File: src/rtl/memory_map_pkg.sv
// memory map constants, region codes and request/response carriers
// assumes a 24-bit linear byte address and a single cpu clock
package memory_map_pkg;

  // address space geometry
  localparam int addr_w = 24;
  localparam int seg_lsb = 16;
  localparam int page_lsb = 14;

  // region bounds
  localparam logic [23:0] flash_base = 24'hc0_0000;
  localparam logic [23:0] flash_end_128k = 24'hc1_ffff;
  localparam logic [23:0] flash_end_64k = 24'hc0_ffff;
  localparam logic [23:0] flash_end_32k = 24'hc0_7fff;
  localparam logic [23:0] program_sram_base = 24'he0_0000;
  localparam logic [23:0] program_sram_end = 24'he0_07ff;
  localparam logic [23:0] data_sram_base = 24'h00_c000;
  localparam logic [23:0] data_sram_end = 24'h00_cfff;
  localparam logic [23:0] dual_port_ram_base = 24'h00_f600;
  localparam logic [23:0] dual_port_ram_end = 24'h00_fdff;
  localparam logic [23:0] dual_port_ram_bit_base = 24'h00_fd00;
  localparam logic [23:0] sfr_base = 24'h00_fe00;
  localparam logic [23:0] sfr_end = 24'h00_ffff;
  localparam logic [23:0] extended_special_register_area_base = 24'h00_f000;
  localparam logic [23:0] extended_special_register_area_end = 24'h00_f1ff;
  localparam logic [23:0] flash_reg_base = 24'hff_f000;
  localparam logic [23:0] flash_reg_end = 24'hff_ffff;

  // data_sram size limits per variant (window top)
  localparam logic [23:0] data_sram_end_2k = 24'h00_c7ff;

  // flash sector layout
  localparam logic [23:0] small_sector_size = 24'h00_2000;
  localparam logic [23:0] small_area_end = 24'hc0_7fff;
  localparam logic [23:0] big_sector_size = 24'h00_8000;
  localparam int block_lsb = 7;

  // undefined flash register reads
  localparam logic [15:0] trap_code = 16'h1e9b;

  // flash operation timing
  localparam int clk_hz = 10_000_000;
  localparam int prog_max_us = 5_000;
  localparam int erase_max_us = 500_000;
  localparam int prog_cycles = prog_max_us * (clk_hz / 1_000_000);
  localparam int erase_cycles = erase_max_us * (clk_hz / 1_000_000);

  typedef enum logic [1:0] {size_32k, size_64k, size_128k} flash_size_e;
  typedef enum logic [1:0] {data_sram_0k, data_sram_2k, data_sram_4k} data_sram_size_e;

  typedef enum logic [3:0] {
    reg_none, reg_flash, reg_program_sram, reg_data_sram, reg_dual_port_ram,
    reg_sfr, reg_extended_special_register_area, reg_flash_regs, reg_periph_bus
  } region_e;

  typedef enum logic [1:0] {op_read, op_write, op_erase, op_program} op_e;

  typedef struct packed {
    logic valid;
    logic fetch;
    logic word;
    op_e op;
    logic [23:0] addr;
  } cpu_req_s;

  typedef struct packed {
    logic done;
    logic trap;
    logic [15:0] rdata;
  } cpu_rsp_s;

  typedef struct packed {
    region_e region;
    logic [2:0] sector;
    logic bit_addr;
    logic data_unit;
    logic via_system_bus;
  } route_s;

endpackage

File: src/rtl/memory_map_decoder.sv
// memory map decoder: routes cpu fetches and data accesses to regions,
// enforces flash protection and times flash program/erase operations
// assumes: the flash array returns 64-bit ecc-corrected lines in one cycle;
// protection inputs come from logic on the same clock
//
// Functional notes
// - 16 Mbyte map, 64K segments, 16K pages
// - byte or word access anywhere mapped
// - data ram and register areas in segment 0
// - fetches go only through program unit
// - data transfers go through data unit
// - units exchange data over system bus
// - flash from c00000, size per variant
// - program sram e00000 to e007ff
// - data sram from 00c000 per variant
// - dual port ram, top 256 bytes bit addressable
// - 16 word registers or byte pairs
// - two 512-byte register areas decoded
// - undefined flash registers read trap code
// - 8K and 32K sectors, 128-byte blocks
// - small sectors protected in pairs
// - read protection lifted by password unlock
// - 64-bit single-cycle reads, error corrected
// - program max 5 ms, erase max 500 ms
`timescale 1ns/1ns
module memory_map_decoder #(
  parameter int prog_count = memory_map_pkg::prog_cycles,
  parameter int erase_count = memory_map_pkg::erase_cycles
)(
  // clock and reset
  input wire logic mclk,
  input wire logic rst,
  // variant and protection setup
  input wire memory_map_pkg::flash_size_e flash_size,
  input wire memory_map_pkg::data_sram_size_e data_sram_size,
  input wire logic read_protect,
  input wire logic [4:0] write_protect,
  input wire logic unlocked,
  // cpu request and answer
  input wire memory_map_pkg::cpu_req_s req,
  output memory_map_pkg::cpu_rsp_s rsp,
  output logic busy,
  // routing view
  output memory_map_pkg::route_s route,
  output logic [7:0] segment,
  output logic [1:0] data_page,
  output logic [3:0] gpr_index,
  output logic gpr_high_byte,
  // flash array and register side
  input wire logic [63:0] flash_line,
  input wire logic [15:0] flash_reg_rdata,
  input wire logic flash_reg_defined,
  input wire logic [15:0] local_rdata,
  output logic [16:0] flash_block_addr
);

  // ----------------------------------------------------------------
  // region decode
  // ----------------------------------------------------------------
  function automatic logic in_range(input logic [23:0] a,
    input logic [23:0] lo, input logic [23:0] hi);
    in_range = (a >= lo) && (a <= hi);
  endfunction

  function automatic logic [23:0] flash_top(
    input memory_map_pkg::flash_size_e s);
    unique case (s)
      memory_map_pkg::size_32k: flash_top = memory_map_pkg::flash_end_32k;
      memory_map_pkg::size_64k: flash_top = memory_map_pkg::flash_end_64k;
      default: flash_top = memory_map_pkg::flash_end_128k;
    endcase
  endfunction

  memory_map_pkg::region_e region;
  logic [23:0] data_sram_top;
  logic data_sram_present;
  logic [2:0] sector;

  always_comb
  begin
    data_sram_present = (data_sram_size != memory_map_pkg::data_sram_0k);
    data_sram_top = (data_sram_size == memory_map_pkg::data_sram_2k) ?
      memory_map_pkg::data_sram_end_2k : memory_map_pkg::data_sram_end;
    region = memory_map_pkg::reg_none;
    if (in_range(req.addr, memory_map_pkg::flash_reg_base,
        memory_map_pkg::flash_reg_end))
      region = memory_map_pkg::reg_flash_regs;
    else if (in_range(req.addr, memory_map_pkg::flash_base,
        flash_top(flash_size)))
      region = memory_map_pkg::reg_flash;
    else if (in_range(req.addr, memory_map_pkg::program_sram_base,
        memory_map_pkg::program_sram_end))
      region = memory_map_pkg::reg_program_sram;
    else if (data_sram_present && in_range(req.addr,
        memory_map_pkg::data_sram_base, data_sram_top))
      region = memory_map_pkg::reg_data_sram;
    else if (in_range(req.addr, memory_map_pkg::dual_port_ram_base,
        memory_map_pkg::dual_port_ram_end))
      region = memory_map_pkg::reg_dual_port_ram;
    else if (in_range(req.addr, memory_map_pkg::sfr_base,
        memory_map_pkg::sfr_end) || in_range(req.addr,
        memory_map_pkg::extended_special_register_area_base, memory_map_pkg::extended_special_register_area_end))
      region = (req.addr[11]) ? memory_map_pkg::reg_sfr :
        memory_map_pkg::reg_extended_special_register_area;
    else if (req.addr[23:11] == 13'h0400)
      region = memory_map_pkg::reg_periph_bus;
    // sector: four 8K then 32K sectors
    if (req.addr <= memory_map_pkg::small_area_end)
      sector = {1'b0, req.addr[14:13]};
    else
      sector = 3'h3 + {1'b0, req.addr[16:15]};
  end

  // segment and page split, gpr byte view
  always_comb
  begin
    segment = req.addr[23:memory_map_pkg::seg_lsb];
    data_page = req.addr[15:memory_map_pkg::page_lsb];
    gpr_index = req.addr[4:1];
    gpr_high_byte = req.addr[0] & ~req.word;
  end

  // fetch path owns flash and program_sram; data unit owns the rest
  logic fetch_illegal;
  logic prot_read_block;
  logic prot_write_block;
  logic [2:0] prot_group;
  always_comb
  begin
    fetch_illegal = req.fetch && !(region == memory_map_pkg::reg_flash ||
      region == memory_map_pkg::reg_program_sram);
    prot_group = (sector < 3'h4) ? {2'b00, sector[1]} : sector - 3'h2;
    prot_read_block = (region == memory_map_pkg::reg_flash) &&
      read_protect && !unlocked;
    prot_write_block = (region == memory_map_pkg::reg_flash) &&
      req.op != memory_map_pkg::op_read &&
      write_protect[prot_group] && !unlocked;
    route.region = region;
    route.sector = sector;
    route.bit_addr = (region == memory_map_pkg::reg_dual_port_ram &&
      req.addr >= memory_map_pkg::dual_port_ram_bit_base) ||
      region == memory_map_pkg::reg_sfr ||
      region == memory_map_pkg::reg_extended_special_register_area;
    route.data_unit = !req.fetch;
    route.via_system_bus = !req.fetch && (region ==
      memory_map_pkg::reg_flash || region == memory_map_pkg::reg_program_sram ||
      region == memory_map_pkg::reg_periph_bus);
  end

  // ----------------------------------------------------------------
  // access sequencing and flash timing
  // ----------------------------------------------------------------
  typedef enum logic [1:0] {st_idle, st_flash_op} state_e;
  state_e state;
  state_e next_state;
  logic [22:0] timer;
  logic [22:0] next_timer;
  memory_map_pkg::cpu_rsp_s next_rsp;
  logic [16:0] next_block_addr;
  logic [15:0] lane;

  always_comb
  begin
    // pick the 16-bit lane out of the ecc-corrected 64-bit line
    unique case (req.addr[2:1])
      2'h0: lane = flash_line[15:0];
      2'h1: lane = flash_line[31:16];
      2'h2: lane = flash_line[47:32];
      default: lane = flash_line[63:48];
    endcase
    next_state = state;
    next_timer = timer;
    next_block_addr = flash_block_addr;
    next_rsp = '0;
    unique case (state)
      st_idle:
        if (req.valid)
        begin
          if (region == memory_map_pkg::reg_none || fetch_illegal ||
              prot_read_block || prot_write_block ||
              (req.op inside {memory_map_pkg::op_erase,
              memory_map_pkg::op_program} &&
              region != memory_map_pkg::reg_flash))
          begin
            next_rsp.done = 1'b1;
            next_rsp.trap = 1'b1;
          end
          else if (req.op == memory_map_pkg::op_program)
          begin
            next_block_addr = req.addr[23:block_shift()];
            next_timer = 23'(prog_count - 1);
            next_state = st_flash_op;
          end
          else if (req.op == memory_map_pkg::op_erase)
          begin
            next_block_addr = req.addr[23:block_shift()];
            next_timer = 23'(erase_count - 1);
            next_state = st_flash_op;
          end
          else
          begin
            next_rsp.done = 1'b1;
            if (req.op == memory_map_pkg::op_read)
            begin
              if (region == memory_map_pkg::reg_flash)
                next_rsp.rdata = lane;
              else if (region == memory_map_pkg::reg_flash_regs)
                next_rsp.rdata = flash_reg_defined ? flash_reg_rdata :
                  memory_map_pkg::trap_code;
              else
                next_rsp.rdata = local_rdata;
              if (!req.word)
                next_rsp.rdata = {8'h00, req.addr[0] ?
                  next_rsp.rdata[15:8] : next_rsp.rdata[7:0]};
            end
          end
        end
      st_flash_op:
        if (timer == 23'h0)
        begin
          next_rsp.done = 1'b1;
          next_state = st_idle;
        end
        else
          next_timer = timer - 23'h1;
      default:
        next_state = st_idle;
    endcase
  end

  function automatic int block_shift();
    block_shift = memory_map_pkg::block_lsb;
  endfunction

  always_ff @(posedge mclk or posedge rst)
  begin
    if (rst)
    begin
      state <= st_idle;
      timer <= '0;
      rsp <= '0;
      flash_block_addr <= '0;
    end
    else
    begin
      state <= next_state;
      timer <= next_timer;
      rsp <= next_rsp;
      flash_block_addr <= next_block_addr;
    end
  end

  assign busy = (state == st_flash_op);

endmodule

File: config.mk
export PLATFORM = sky130hd
export DESIGN_NAME = memory_map_decoder
export DESIGN_NICKNAME = d
export VERILOG_FILES = /design/src/rtl/memory_map_pkg.sv /design/src/rtl/memory_map_decoder.sv
export SDC_FILE = /design/constraint.sdc
export NUM_CORES = 1
export LEC_CHECK = 0
export BUFFER_PORTS_ARGS = -buffer_cell sky130_fd_sc_hd__buf_2
export CAP_MARGIN = 20
export CORE_AREA = 5 5 100 102
export CTS_BUF_LIST = sky130_fd_sc_hd__clkbuf_16
export CTS_CLUSTER_DIAMETER = 60
export DETAILED_ROUTE_END_ITERATION = 10
export DIE_AREA = 0 0 105 107
export PLACE_DENSITY = 0.77
export SLEW_MARGIN = 20
export SYNTH_ARGS = -nofsm -noshare
export SYNTH_HDL_FRONTEND = slang
export SYNTH_SLANG_ARGS = --single-unit
export TNS_END_PERCENT = 10
File: constraint.sdc
create_clock -name mclk -period 3.5 [get_ports mclk]
set_clock_uncertainty 0.2 [all_clocks]
set_input_delay 0.35 -clock mclk [delete_from_list [all_inputs] [get_ports mclk]]
set_output_delay 0.35 -clock mclk [all_outputs]
set_load 0.01 [all_outputs]
# ---- Word-level counts from Yosys, hierarchy flattened
# Index checks and enable logic that the tools add are counted.
dict set report totals {
  regBits 60
  elab_cells 140
}
dict set report op_classes {
  bitwise_logic 3
  eq_ne 21
  magnitude_cmp 18
  reduce_logical 42
  muxes 47
  addsub 3
}
# cell count
set ops {}
lappend ops {{16-bit two-way mux} 8}
lappend ops {{24-bit by 16-bit >= comparator with 1-bit output, second input constant} 5}
lappend ops {{23-bit two-way mux} 5}
lappend ops {{24-bit >= comparator, second input constant} 3}
lappend ops {{24-bit by 16-bit less-or-equal comparator with 1-bit output, second input constant} 3}
lappend ops {{24-bit less-or-equal comparator, second input constant} 3}
lappend ops {{17-bit two-way mux} 3}
lappend ops {{16-bit one-hot mux with 3 select lines} 1}
lappend ops {{23-bit one-hot mux with 2 select lines} 1}
lappend ops {{17-bit one-hot mux with 2 select lines} 1}
lappend ops {{4-bit two-way mux} 7}
lappend ops {{24-bit by 16-bit less-or-equal comparator with 1-bit output} 1}
lappend ops {{24-bit less-or-equal comparator} 1}
lappend ops {{24-bit two-way mux} 1}
lappend ops {{23-bit logical NOT} 1}
lappend ops {{23-bit by 1-bit subtractor with 23-bit output, second input constant} 1}
lappend ops {{18-bit two-way mux} 1}
lappend ops {{1-bit logical AND} 17}
lappend ops {{4-bit by 3-bit equality test with 1-bit output, second input constant} 4}
lappend ops {{13-bit by 11-bit equality test with 1-bit output, second input constant} 1}
lappend ops {{12-bit two-way mux} 1}
lappend ops {{2-bit two-way mux} 6}
lappend ops {{1-bit logical OR} 9}
lappend ops {{2-bit by 1-bit equality test with 1-bit output, second input constant} 4}
lappend ops {{other kinds (26)} 46}

# ---- Logic depth before layout (Yosys ltp)
# Gate-level depths: netlist (run 1).
dict set report logic_depth {
  ltp_word 20
  ltp_mapped 12
  ltp_nobuf 9
}

# ---- Least setup slack after synthesis (run 1)
# Ideal clock, no wire load.
dict set report synth_timing {
  path_type {in2reg}
  start {input port req[17] (netlist name)}
  end {register flash_block_addr[0]}
  path_buffers 2
  arrival_ns 2.885
  setup_slack_ns 0.299
  setup_time_ns 0.117
  t_required_ns 3.183
  path_stages 9
  path_cell_list {or4_1 or4b_1 o21ai_4 nand2b_2 or4b_2 buf_2 buf_2 nand2_1 nand2_1}
}
dict set report synth_between {
  elab_chain_cells 19
  elab_cells_between_ends 57
}
# item line
set synth_lines {}
lappend synth_lines {{start: declaration} memory_map_decoder.sv:40} ;# input wire memory_map_pkg::cpu_req_s req,
lappend synth_lines {{24-bit by 16-bit >= comparator with 1-bit output or 24-bit by 16-bit less-or-equal comparator with 1-bit output (tied branches)} memory_map_decoder.sv:62} ;# in_range = (a >= lo) && (a <= hi);
lappend synth_lines {{1-bit logical AND} memory_map_decoder.sv:62}
lappend synth_lines {{1-bit logical OR} memory_map_decoder.sv:101} ;# memory_map_pkg::sfr_end) || in_range(req.addr,
lappend synth_lines {{4-bit two-way mux} memory_map_decoder.sv:100} ;# else if (in_range(req.addr, memory_map_pkg::sfr_base,
lappend synth_lines {{4-bit two-way mux} memory_map_decoder.sv:97} ;# else if (in_range(req.addr, memory_map_pkg::dual_port_ram_base,
lappend synth_lines {{4-bit two-way mux} memory_map_decoder.sv:94} ;# else if (data_sram_present && in_range(req.addr,
lappend synth_lines {{4-bit two-way mux} memory_map_decoder.sv:91} ;# else if (in_range(req.addr, memory_map_pkg::program_sram_base,
lappend synth_lines {{4-bit two-way mux} memory_map_decoder.sv:88} ;# else if (in_range(req.addr, memory_map_pkg::flash_base,
lappend synth_lines {{(+2 left out)} n/a}
lappend synth_lines {{1-bit logical OR} memory_map_decoder.sv:130} ;# fetch_illegal = req.fetch && !(region == memory_map_pkg::reg_flash ||
lappend synth_lines {{1-bit logical NOT} memory_map_decoder.sv:130}
lappend synth_lines {{1-bit logical AND} memory_map_decoder.sv:130}
lappend synth_lines {{1-bit logical OR (2 in series)} memory_map_decoder.sv:179} ;# if (region == memory_map_pkg::reg_none || fetch_illegal ||
lappend synth_lines {{1-bit logical OR} memory_map_decoder.sv:180} ;# prot_read_block || prot_write_block ||
lappend synth_lines {{1-bit logical OR *} memory_map_decoder.sv:180}
lappend synth_lines {{1-bit NOT (no source line) *} n/a}
lappend synth_lines {{4-bit AND reduction (no source line) *} n/a}
lappend synth_lines {{end signal: assignment} memory_map_decoder.sv:249} ;# flash_block_addr <= next_block_addr;
lappend synth_lines {{end: declaration} memory_map_decoder.sv:54} ;# output logic [16:0] flash_block_addr
# Every way passes the cells marked *; elsewhere a longest branch is shown, timed or not. The select of a mux whose other input is x is not followed.
# A chain may end at the register's enable or synchronous reset.

==> results of run 1 <==
per-layer routing:
metal / up-vias / routed length, um / GRT usage
li1: 2119 / - / -
met1: 2095 / 5080 / 0.279
met2: 246 / 7370 / 0.434
met3: 41 / 1130 / 0.0638
met4: 0 / 487 / 0.100
met5: - / 0 / 0
worst max-delay path, cell delays in order:
cell and delay, ns:
buf_2 0.12, or4_1 0.58, or4b_1 0.58, o21ai_4 0.21, buf_6 0.26, and3b_1 0.21, nor2_1 0.08, nor2_1 0.04
nor2_1 0.16, buf_2 0.17
state kept, by name (all words and copies together), names as in the netlist:
signal and flops:
timer 23, rsp 18, flash_block_addr 17, state 1
stage by stage:
stage          worst slack, ns  utilization  instances
3_5_place_dp            0.0613        0.577        755
6_report                 0.183        0.614        772
5_1_grt                 0.0815        0.614        772
4_1_cts                  0.108        0.613        771
3_3_place_gp             0.114        0.577        755
2_1_floorplan            0.299            -        465
power by group:
part | total, W | internal [W] | leakage [nW] | switching (W)
registers | 0.000685 | 0.000684 | 0.734 | 0.000000972
logic | 0.000259 | 0.000127 | 1.77 | 0.000131
clock network | 0.000947 | 0.000627 | 0.152 | 0.000321
total | 0.00189 | 0.00144 | 2.66 | 0.000453
final cells by class:
class	instances	area, um2	area share
well taps	111	139	0.0251
inverters	13	48.8	0.00881
clock buffers	9	225	0.0407
flip-flops and latches	59	1480	0.267
multi-input cells	353	2400	0.433
clock inverters	7	101	0.0183
repair buffers	219	1150	0.208
diodes	1	2.50	0.000452
final timing paths:
check,from,endpoint
setup reg to reg,timer[9],timer[8]
setup / recovery,req[17],route[0]
hold / removal,rst,rsp[15]
max in group asynchronous,rst,timer[5]
min in group mclk,req[7],flash_block_addr[0]
hold reg to reg,flash_block_addr[0],flash_block_addr[0]
synth_stat cells, drive strengths merged, types with 7 or more instances:
library cell	count
dfrtp	59
nor2	45
nand2	44
a21oi	36
nor3	27
nand3	22
clkbuf	21
buf	19
nor3b	17
mux4	16
a211oi	14
inv	13
o31ai	10
or3	9
o21ai	8
or4	8
ha	7
cells by family (layout without fill, tap and decap cells):
family,after synthesis,in the layout
simple gates,225,225
fa+ha+maj,7,7
flops,59,59
other cells,0,1
buf+inv,53,248
mux,20,20
compound gates,100,100
xor+xnor,1,1
==> results.md, run 1 <==
- Num CTS Buffers: 9
- Post-cts resize count: 0
- DRT Pass-1 Iters: 5
- Hold-fix buffers, CTS: 0
- CP startpoint kind: primary input
- Synth area leaders: dfrtp_1 36%, mux4_2 8.7%, a21oi_1 4.4%
- ANT nets after route: 0
- Worst-path clk slew: 0.05 ns
- Cells after Synth: 465
- Routed WL per cell: 18.2 um
- Req. time, crit path: 2.95 ns
- Global Route Usage Sum: 0.245
- Crit-path max FO: 35
- Net count, final: 801
- Final Wtd Congestion: 0.976
- Worst-Skew Late Latency: 0.33 ns
- Max_cap viols: 0
- Max-slew violations: 0
- Initial antenna violation count: 1
- Worst endpoint data arrival time: 2.77 ns
- Post-Syn Area: 4120 um2
- Largest net degree at the start of global routing: 41
- PwrDens: 341 nW/um2
- Post-DP HPWL: 11.3 mm
- Rel. slew slack: 0.449
- Share of async-settable or async-resettable flops after synthesis: 1.00
- Post CTS Setup Buffer Count: 0
- Final hold violation count: 39
- Setup violations, final: 0
- DIE HEIGHT: 107 um
- Reg2Reg Depth: 8
- Number of port buffers: 199
- Unique cell type count in the Yosys netlist: 61
- Detailed Route Iter0 Violations: 255
- Share of the synthesized area in the top cell type: 0.358
- Area Overhead vs Synth: 34.3%
- Post-synth EDFFs: 0
- Primary FF master, synth: dfrtp_1
- Hold Slack: -0.0168 ns
- Compound-gate portion of the synthesized area: 0.162
- H-tree depth: 3
- Die area: 11200 um2
- Grt ovf: 0
- HP Class: primary input to async pin
- Root buf cell: clkbuf_16
- CTS tree: yes
- Final Cycle Share: 0.948
- RSZ-0062 raised after global routing: no
- Share of post-route cells with drive strength above 1: 0.400
- Post-Syn Nets: 611
- Synth Area in Simple Gates: 0.296
- Vias: 4501
- Clock Sinks: 59
- Core area: 9020 um2
- Yosys reg bits: 59
- Failing checks: negative hold slack
- Run status: complete, but fails checks
- Fmax: 302 MHz
- Adder-cell area share of the yosys netlist: 0.0212
- Xor and xnor area share after synthesis: 0.00212
- Min cycle time layout: 3.32 ns
- Most frequent cells in the layout: 199 x buf_2, 59 x dfrtp_1, 45 x nor2_1
- Setup TNS: 0 ns
- VDD IR max: 0.000243 V
- Fillers: 785
- Sequential area share after synthesis: 0.358
- Clock buffer depth: 2
- DRC: 0
- Rows: 35
- Most common cell after layout, fill and taps aside: buf_2
- Reg2Reg Setup Slack: 0.49 ns
- I/O pin total: 200
- Nature of the critical path endpoint: output port
- Post-synth top area cell: dfrtp_1
- Syn_area_per_cell: 8.87 um2
- Vias in the first global route: 4463
- Critical Setup Path Class: primary input to output port
- First-pass GRT wire length: 22.1 mm
- Mux cell area share after synthesis: 0.0980
- Final WL: 14.1 mm
- Leak: 2.66 nW
- Initial core utilization: 0.457
- Synth Warn #: 0
- Worst slew pin tran: 0.825 ns
- Vias per inst: 5.83
- Largest family of logic cells by synthesized area: simple AND/OR/NAND/NOR gates
- Area after DPL: 5210 um2
- Post-route design area: 5540 um2
- Die width: 105 um
- Overall power: 0.00189 W
Note: power is estimated with default switching activity, not from simulation.
==> inputs of run 2 (changes only) <==
- CORE_AREA: 5 5 100 102 -> 5 5 124 126
- DIE_AREA: 0 0 105 107 -> 0 0 129 131
- PLACE_DENSITY: 0.77 -> 0.52
- clock period: 3.5 -> 4.14 ns (I/O delays scaled with it)
==> results.md, run 2 (synthesis gave the netlist of run 1 again) <==
- Initial antenna violation count: 1 (unchanged)
- Leak: 2.61 nW (was 2.66 nW)
- Post-DP HPWL: 12.3 mm (was 11.3 mm)
- Net Sw Power: 0.000388 W (was 0.000453 W)
- Setup violations, final: 0 (unchanged)
- DRC: 0 (unchanged)
- Most common cell after layout, fill and taps aside: buf_2 (unchanged)
- Clk pwr share: 0.501 (about the same)
- CTS tree: yes (unchanged)
- Max_cap viols: 0 (unchanged)
- Worst endpoint data arrival time: 2.91 ns (was 2.77 ns)
- Hold Slack: 0.149 ns (was -0.0168 ns)
- PwrDens: 289 nW/um2 (was 341 nW/um2)
- Top Registers: timer (23), rsp (18), flash_block_addr (17) (unchanged)
- RSZ-0062 raised after global routing: no (unchanged)
- HP Class: primary input to register (was primary input to async pin)
- Hold-fix buffers, CTS: 1 (was 0)
- Core area: 14200 um2 (was 9020 um2)
- Routed WL per cell: 18.1 um (was 18.2 um)
- DRT Pass-1 Iters: 5 (unchanged)
- Crit-path max FO: 35 (unchanged)
- Worst-Skew Late Latency: 0.33 ns (about the same)
- Largest net degree at the start of global routing: 36 (was 41)
- Setup TNS: 0 ns (unchanged)
- Area Overhead vs Synth: 34.5% (was 34.3%)
- ANT nets after route: 0 (unchanged)
- First-pass GRT wire length: 23.3 mm (was 22.1 mm)
- Fmax: 283 MHz
- Sequential share of power: 0.362 (about the same)
- Num CTS Buffers: 9 (unchanged)
- Root buf cell: clkbuf_16 (unchanged)
- Final WL: 15.1 mm (was 14.1 mm)
- Detailed Route Iter0 Violations: 247 (was 255)
- Max-slew violations: 0 (unchanged)
- Net count, final: 790 (was 801)
- Switching power share of the total: 0.242 (was 0.240)
- Worst-path clk slew: 0.05 ns (about the same)
- Vias per inst: 5.32 (was 5.83)
- Vias: 4439 (was 4501)
- H-tree depth: 3 (unchanged)
- DIE HEIGHT: 131 um (was 107 um)
- Post-cts resize count: 0 (unchanged)
- Critical Setup Path Class: primary input to output port (unchanged)
- Comb power frac: 0.137 (about the same)
- Final Wtd Congestion: 0.944 (was 0.976)
- I/O pin total: 200 (unchanged)
- Number of port buffers: 199 (unchanged)
- Largest Register: timer (unchanged)
- Die width: 129 um (was 105 um)
- Post CTS Setup Buffer Count: 0 (unchanged)
- Min cycle time layout: 3.53 ns
- Worst slew pin tran: 0.940 ns (was 0.825 ns)
- Rel. slew slack: 0.370 (was 0.449)
- Global Route Usage Sum: 0.176 (was 0.245)
- Final Cycle Share: 0.852
- Nature of the critical path endpoint: output port (unchanged)
- Run status: finished, final reports clean (was complete, but fails checks)
- Rows: 44 (was 35)
- Clock buffer depth: 2 (unchanged)
- Vias in the first global route: 4449 (was 4463)
- Share of post-route cells with drive strength above 1: 0.388 (was 0.400)
- Fillers: 1487 (was 785)
- CP startpoint kind: primary input (unchanged)
- Clock Sinks: 59 (unchanged)
- Grt ovf: 0 (unchanged)
- Most frequent cells in the layout: 199 x buf_2, 59 x dfrtp_1, 45 x nor2_1 (unchanged)
- Initial core utilization: 0.290 (was 0.457)
- VDD IR max: 0.000158 V (was 0.000243 V)
- Internal: 0.00121 W (was 0.00144 W)
- Req. time, crit path: 3.53 ns (was 2.95 ns)
- Final hold violation count: 0 (was 39)
- Max reg flops: 23 (unchanged)
- Die area: 16900 um2 (was 11200 um2)
[run 2: cell types whose count changed in the layout (fill, tap and decap cells not counted), sizes merged]
cell / delta
buf: -12
clkinv: +2
clkinvlp: -2
dlygate4sd3: +1
[run 2: area by class of cell]
type,count,area [um2],share of cell area
Multi-Input combinational cell,353,2400,0.432
Antenna cell,1,2.50,0.000451
Timing Repair Buffer,208,1070,0.192
Inverter,13,48.8,0.00880
Sequential cell,59,1480,0.266
Clock buffer,9,225,0.0406
Tap cell,184,230,0.0415
Clock inverter,7,100,0.0181
[run 2: final timing paths]
kind,from,endpoint,slack [ns],cells after the start
max in group asynchronous,rst,flash_block_addr[10],2.40,4
worst min-delay path,req[7],flash_block_addr[0],0.15,3
worst max-delay path,req[17],route[0],0.61,10
worst min register to register,flash_block_addr[16],flash_block_addr[16],0.27,1
min in group asynchronous,rst,timer[19],0.50,3
worst max register to register,timer[2],timer[19],0.95,7
[run 2: per-stage QoR]
| step | total power (W) | cells | util | worst slack (ns) | cell area, um2 |
|---|---|---|---|---|---|
| final | 0.00160 | 834 | 0.390 | 0.611 | 5550 |
| after global routing | 0.00167 | 834 | 0.390 | 0.511 | 5550 |
| after CTS | 0.00162 | 833 | 0.390 | 0.614 | 5540 |
| after detailed placement | 0.000808 | 816 | 0.367 | 0.462 | 5210 |
| after global placement | 0.000807 | 816 | 0.367 | 0.477 | 5210 |
| after floorplan | 0.000701 | 465 | - | 0.875 | 4120 |
[run 2: power by group through the flow]
stage / registers [W] / clock network (W) / logic, W
2_1_floorplan: 0.000589 / 0 / 0.000113
3_3_place_gp: 0.000589 / 0 / 0.000218
3_5_place_dp: 0.000589 / 0 / 0.000219
4_1_cts: 0.000579 / 0.000820 / 0.000221
5_1_grt: 0.000578 / 0.000848 / 0.000241
6_report: 0.000579 / 0.000802 / 0.000220
[run 2: worst max-delay path: stages]
cell	delay, ns
buf_2	0.12
or4_1	0.59
or4b_1	0.58
o21ai_4	0.19
buf_4	0.35
and3b_1	0.23
nor2_1	0.09
nor2_1	0.05
nor2_1	0.15
buf_2	0.16
[run 2: routing by layer]
metal  global-route usage  wire length (um)
met5                    0                 0
met2                0.326              8110
met3               0.0447               937
met4               0.0568               339
met1                0.197              5730
==> inputs of run 3 (changes only) <==
- REMOVE_ABC_BUFFERS: unset -> 1
==> results.md, run 3 (synthesis gave the netlist of run 1 again) <==
- VDD IR max: 0.000163 V (was 0.000158 V)
- Min cycle time layout: 3.49 ns (was 3.53 ns)
- Worst slew pin tran: 1.03 ns (was 0.940 ns)
- I/O pin total: 200 (unchanged)
- Worst path max stage delay: 0.58 ns (was 0.59 ns)
- Max-slew violations: 0 (unchanged)
- Hold-fix buffers, CTS: 1 (unchanged)
- Routed WL per cell: 17.7 um (was 18.1 um)
- Max reg flops: 23 (unchanged)
- RSZ-0062 raised after global routing: no (unchanged)
- Grt ovf: 0 (unchanged)
- Fin cells: 837 (was 834)
- Antenna Diode Count: 0 (was 1)
- CTS tree: yes (unchanged)
- Worst endpoint data arrival time: 2.88 ns (was 2.91 ns)
- CP startpoint kind: primary input (unchanged)
- Post-cts resize count: 0 (unchanged)
- Critical path buffers and inverters: 3 (unchanged)
- PwrDens: 272 nW/um2 (was 289 nW/um2)
- Most common cell after layout, fill and taps aside: buf_2 (unchanged)
- Hold Slack: 0.163 ns (was 0.149 ns)
- Clock Sinks: 59 (unchanged)
- Detailed Route Iter0 Violations: 245 (was 247)
- Num CTS Buffers: 9 (unchanged)
- Most frequent cells in the layout: 199 x buf_2, 59 x dfrtp_1, 45 x nor2_1 (unchanged)
- Area after DPL: 5240 um2 (was 5210 um2)
- Share of post-route cells with drive strength above 1: 0.387 (was 0.388)
- ANT nets after route: 0 (unchanged)
- Run status: finished, final reports clean (unchanged)
- Final Cycle Share: 0.844 (was 0.852)
- Area Overhead vs Synth: 34.2% (was 34.5%)
- Root buf cell: clkbuf_16 (unchanged)
- H-tree depth: 3 (unchanged)
- Initial core utilization: 0.290 (unchanged)
- Post-route design area: 5530 um2 (was 5550 um2)
- Core Util, Final: 0.390 (about the same)
- Post CTS Setup Buffer Count: 0 (unchanged)
- Req. time, crit path: 3.53 ns (about the same)
- Post-DP HPWL: 12.0 mm (was 12.3 mm)
- Most frequent CP cell: nor2_1 (unchanged)
- Final WL: 14.8 mm (was 15.1 mm)
- Vias: 4400 (was 4439)
- First-pass GRT wire length: 23.1 mm (was 23.3 mm)
- Final Wtd Congestion: 0.832 (was 0.944)
- DRC: 0 (unchanged)
- Die area: 16900 um2 (unchanged)
- DRT Pass-1 Iters: 4 (was 5)
- Setup TNS: 0 ns (unchanged)
- HP Class: primary input to register (unchanged)
- Largest Register: timer (unchanged)
- Final hold violation count: 0 (unchanged)
- Nature of the critical path endpoint: output port (unchanged)
- Number of port buffers: 199 (unchanged)
- Die width: 129 um (unchanged)
- Worst-path clk slew: 0.05 ns (about the same)
- Critical Setup Path Class: primary input to output port (unchanged)
- Top Registers: timer (23), rsp (18), flash_block_addr (17) (unchanged)
- Leak: 2.61 nW (about the same)
- Placed cell count: 820 (was 816)
- Kind of cell adding the most delay to the critical path: simple AND/OR/NAND/NOR gates (unchanged)
- Max_cap viols: 0 (unchanged)
- DIE HEIGHT: 131 um (unchanged)
- Vias per inst: 5.26 (was 5.32)
- Net count, final: 794 (was 790)
- Rel. slew slack: 0.312 (was 0.370)
- Crit path max-delay cell type: or4b_1 (was or4_1)
- Vias in the first global route: 4597 (was 4449)
- Global Route Usage Sum: 0.173 (was 0.176)
- Largest net degree at the start of global routing: 36 (unchanged)
- Crit-path max FO: 35 (unchanged)
- Critical path, cell by cell: buf_2 -> or4_1 -> or4b_1 -> o21ai_4 -> buf_4 -> and3b_1 -> nor2_1 -> nor2_1 -> nor2_1 -> buf_2 (unchanged)
- Setup violations, final: 0 (unchanged)
- Clock buffer depth: 2 (unchanged)
- Rows: 44 (unchanged)
- Core area: 14200 um2 (unchanged)
- Fmax: 286 MHz (was 283 MHz)
- Initial antenna violation count: 0 (was 1)
- Worst-Skew Late Latency: 0.32 ns (was 0.33 ns)
## run 3: changes by cell type in the layout (fill, tap and decap cells not counted), sizes merged
| cell | previous run | this run |
|---|---|---|
| bufinv | 2 | 1 |
| clkinv | 4 | 2 |
| inv | 14 | 15 |
| clkinvlp | 0 | 2 |
| diode | 1 | 0 |
| buf | 207 | 211 |
## run 3: layer usage
layer | GRT usage | up-vias | routed length [um]
met1 | 0.209 | 2101 | 6150
met5 | 0 | - | 0
li1 | - | 2097 | -
met3 | 0.0382 | 16 | 884
met4 | 0.0457 | 0 | 244
met2 | 0.309 | 186 | 7520
## run 3: path summary, 6_finish.rpt
kind | cells past startpoint | slack, ns | end | startpoint
max | 10 | 0.65 | route[0] | req[17]
min | 3 | 0.16 | flash_block_addr[0] | req[7]
max reg2reg | 7 | 1.13 | timer[3] | timer[9]
min reg2reg | 1 | 0.27 | flash_block_addr[15] | flash_block_addr[15]
max in group asynchronous | 4 | 2.37 | flash_block_addr[10] | rst
min in group asynchronous | 3 | 0.52 | rsp[13] | rst
## run 3: power by group
group	internal (W)	total [W]	switching [W]
clock network	0.000457	0.000705	0.000248
logic	0.000107	0.000219	0.000113
registers	0.000578	0.000579	0.000000779
total	0.00114	0.00150	0.000362
## run 3: per-stage QoR
| stage | worst slack, ns | power [W] |
|---|---|---|
| global placement | 0.510 | 0.000807 |
| detailed placement | 0.496 | 0.000808 |
| finish | 0.647 | 0.00150 |
| floorplan | 0.404 | 0.000675 |
| global route | 0.511 | 0.00157 |
| CTS | 0.630 | 0.00153 |
## run 3: layout make-up
cell class | count | area (um2)
Multi-Input combinational cell | 353 | 2400
Tap cell | 184 | 230
Clock buffer | 9 | 225
Fill cell | 1496 | 8670
Inverter | 13 | 48.8
Clock inverter | 7 | 61.3
Timing Repair Buffer | 212 | 1100
Sequential cell | 59 | 1480
## run 3: worst register-to-register path: stages, from the launching register on
cell,delay [ns]
dfrtp_1,0.44
or4_1,0.55
or3_1,0.45
nor4_2,0.33
nand2b_1,0.20
o21a_1,0.42
inv_1,0.13
a2bb2oi_1,0.15
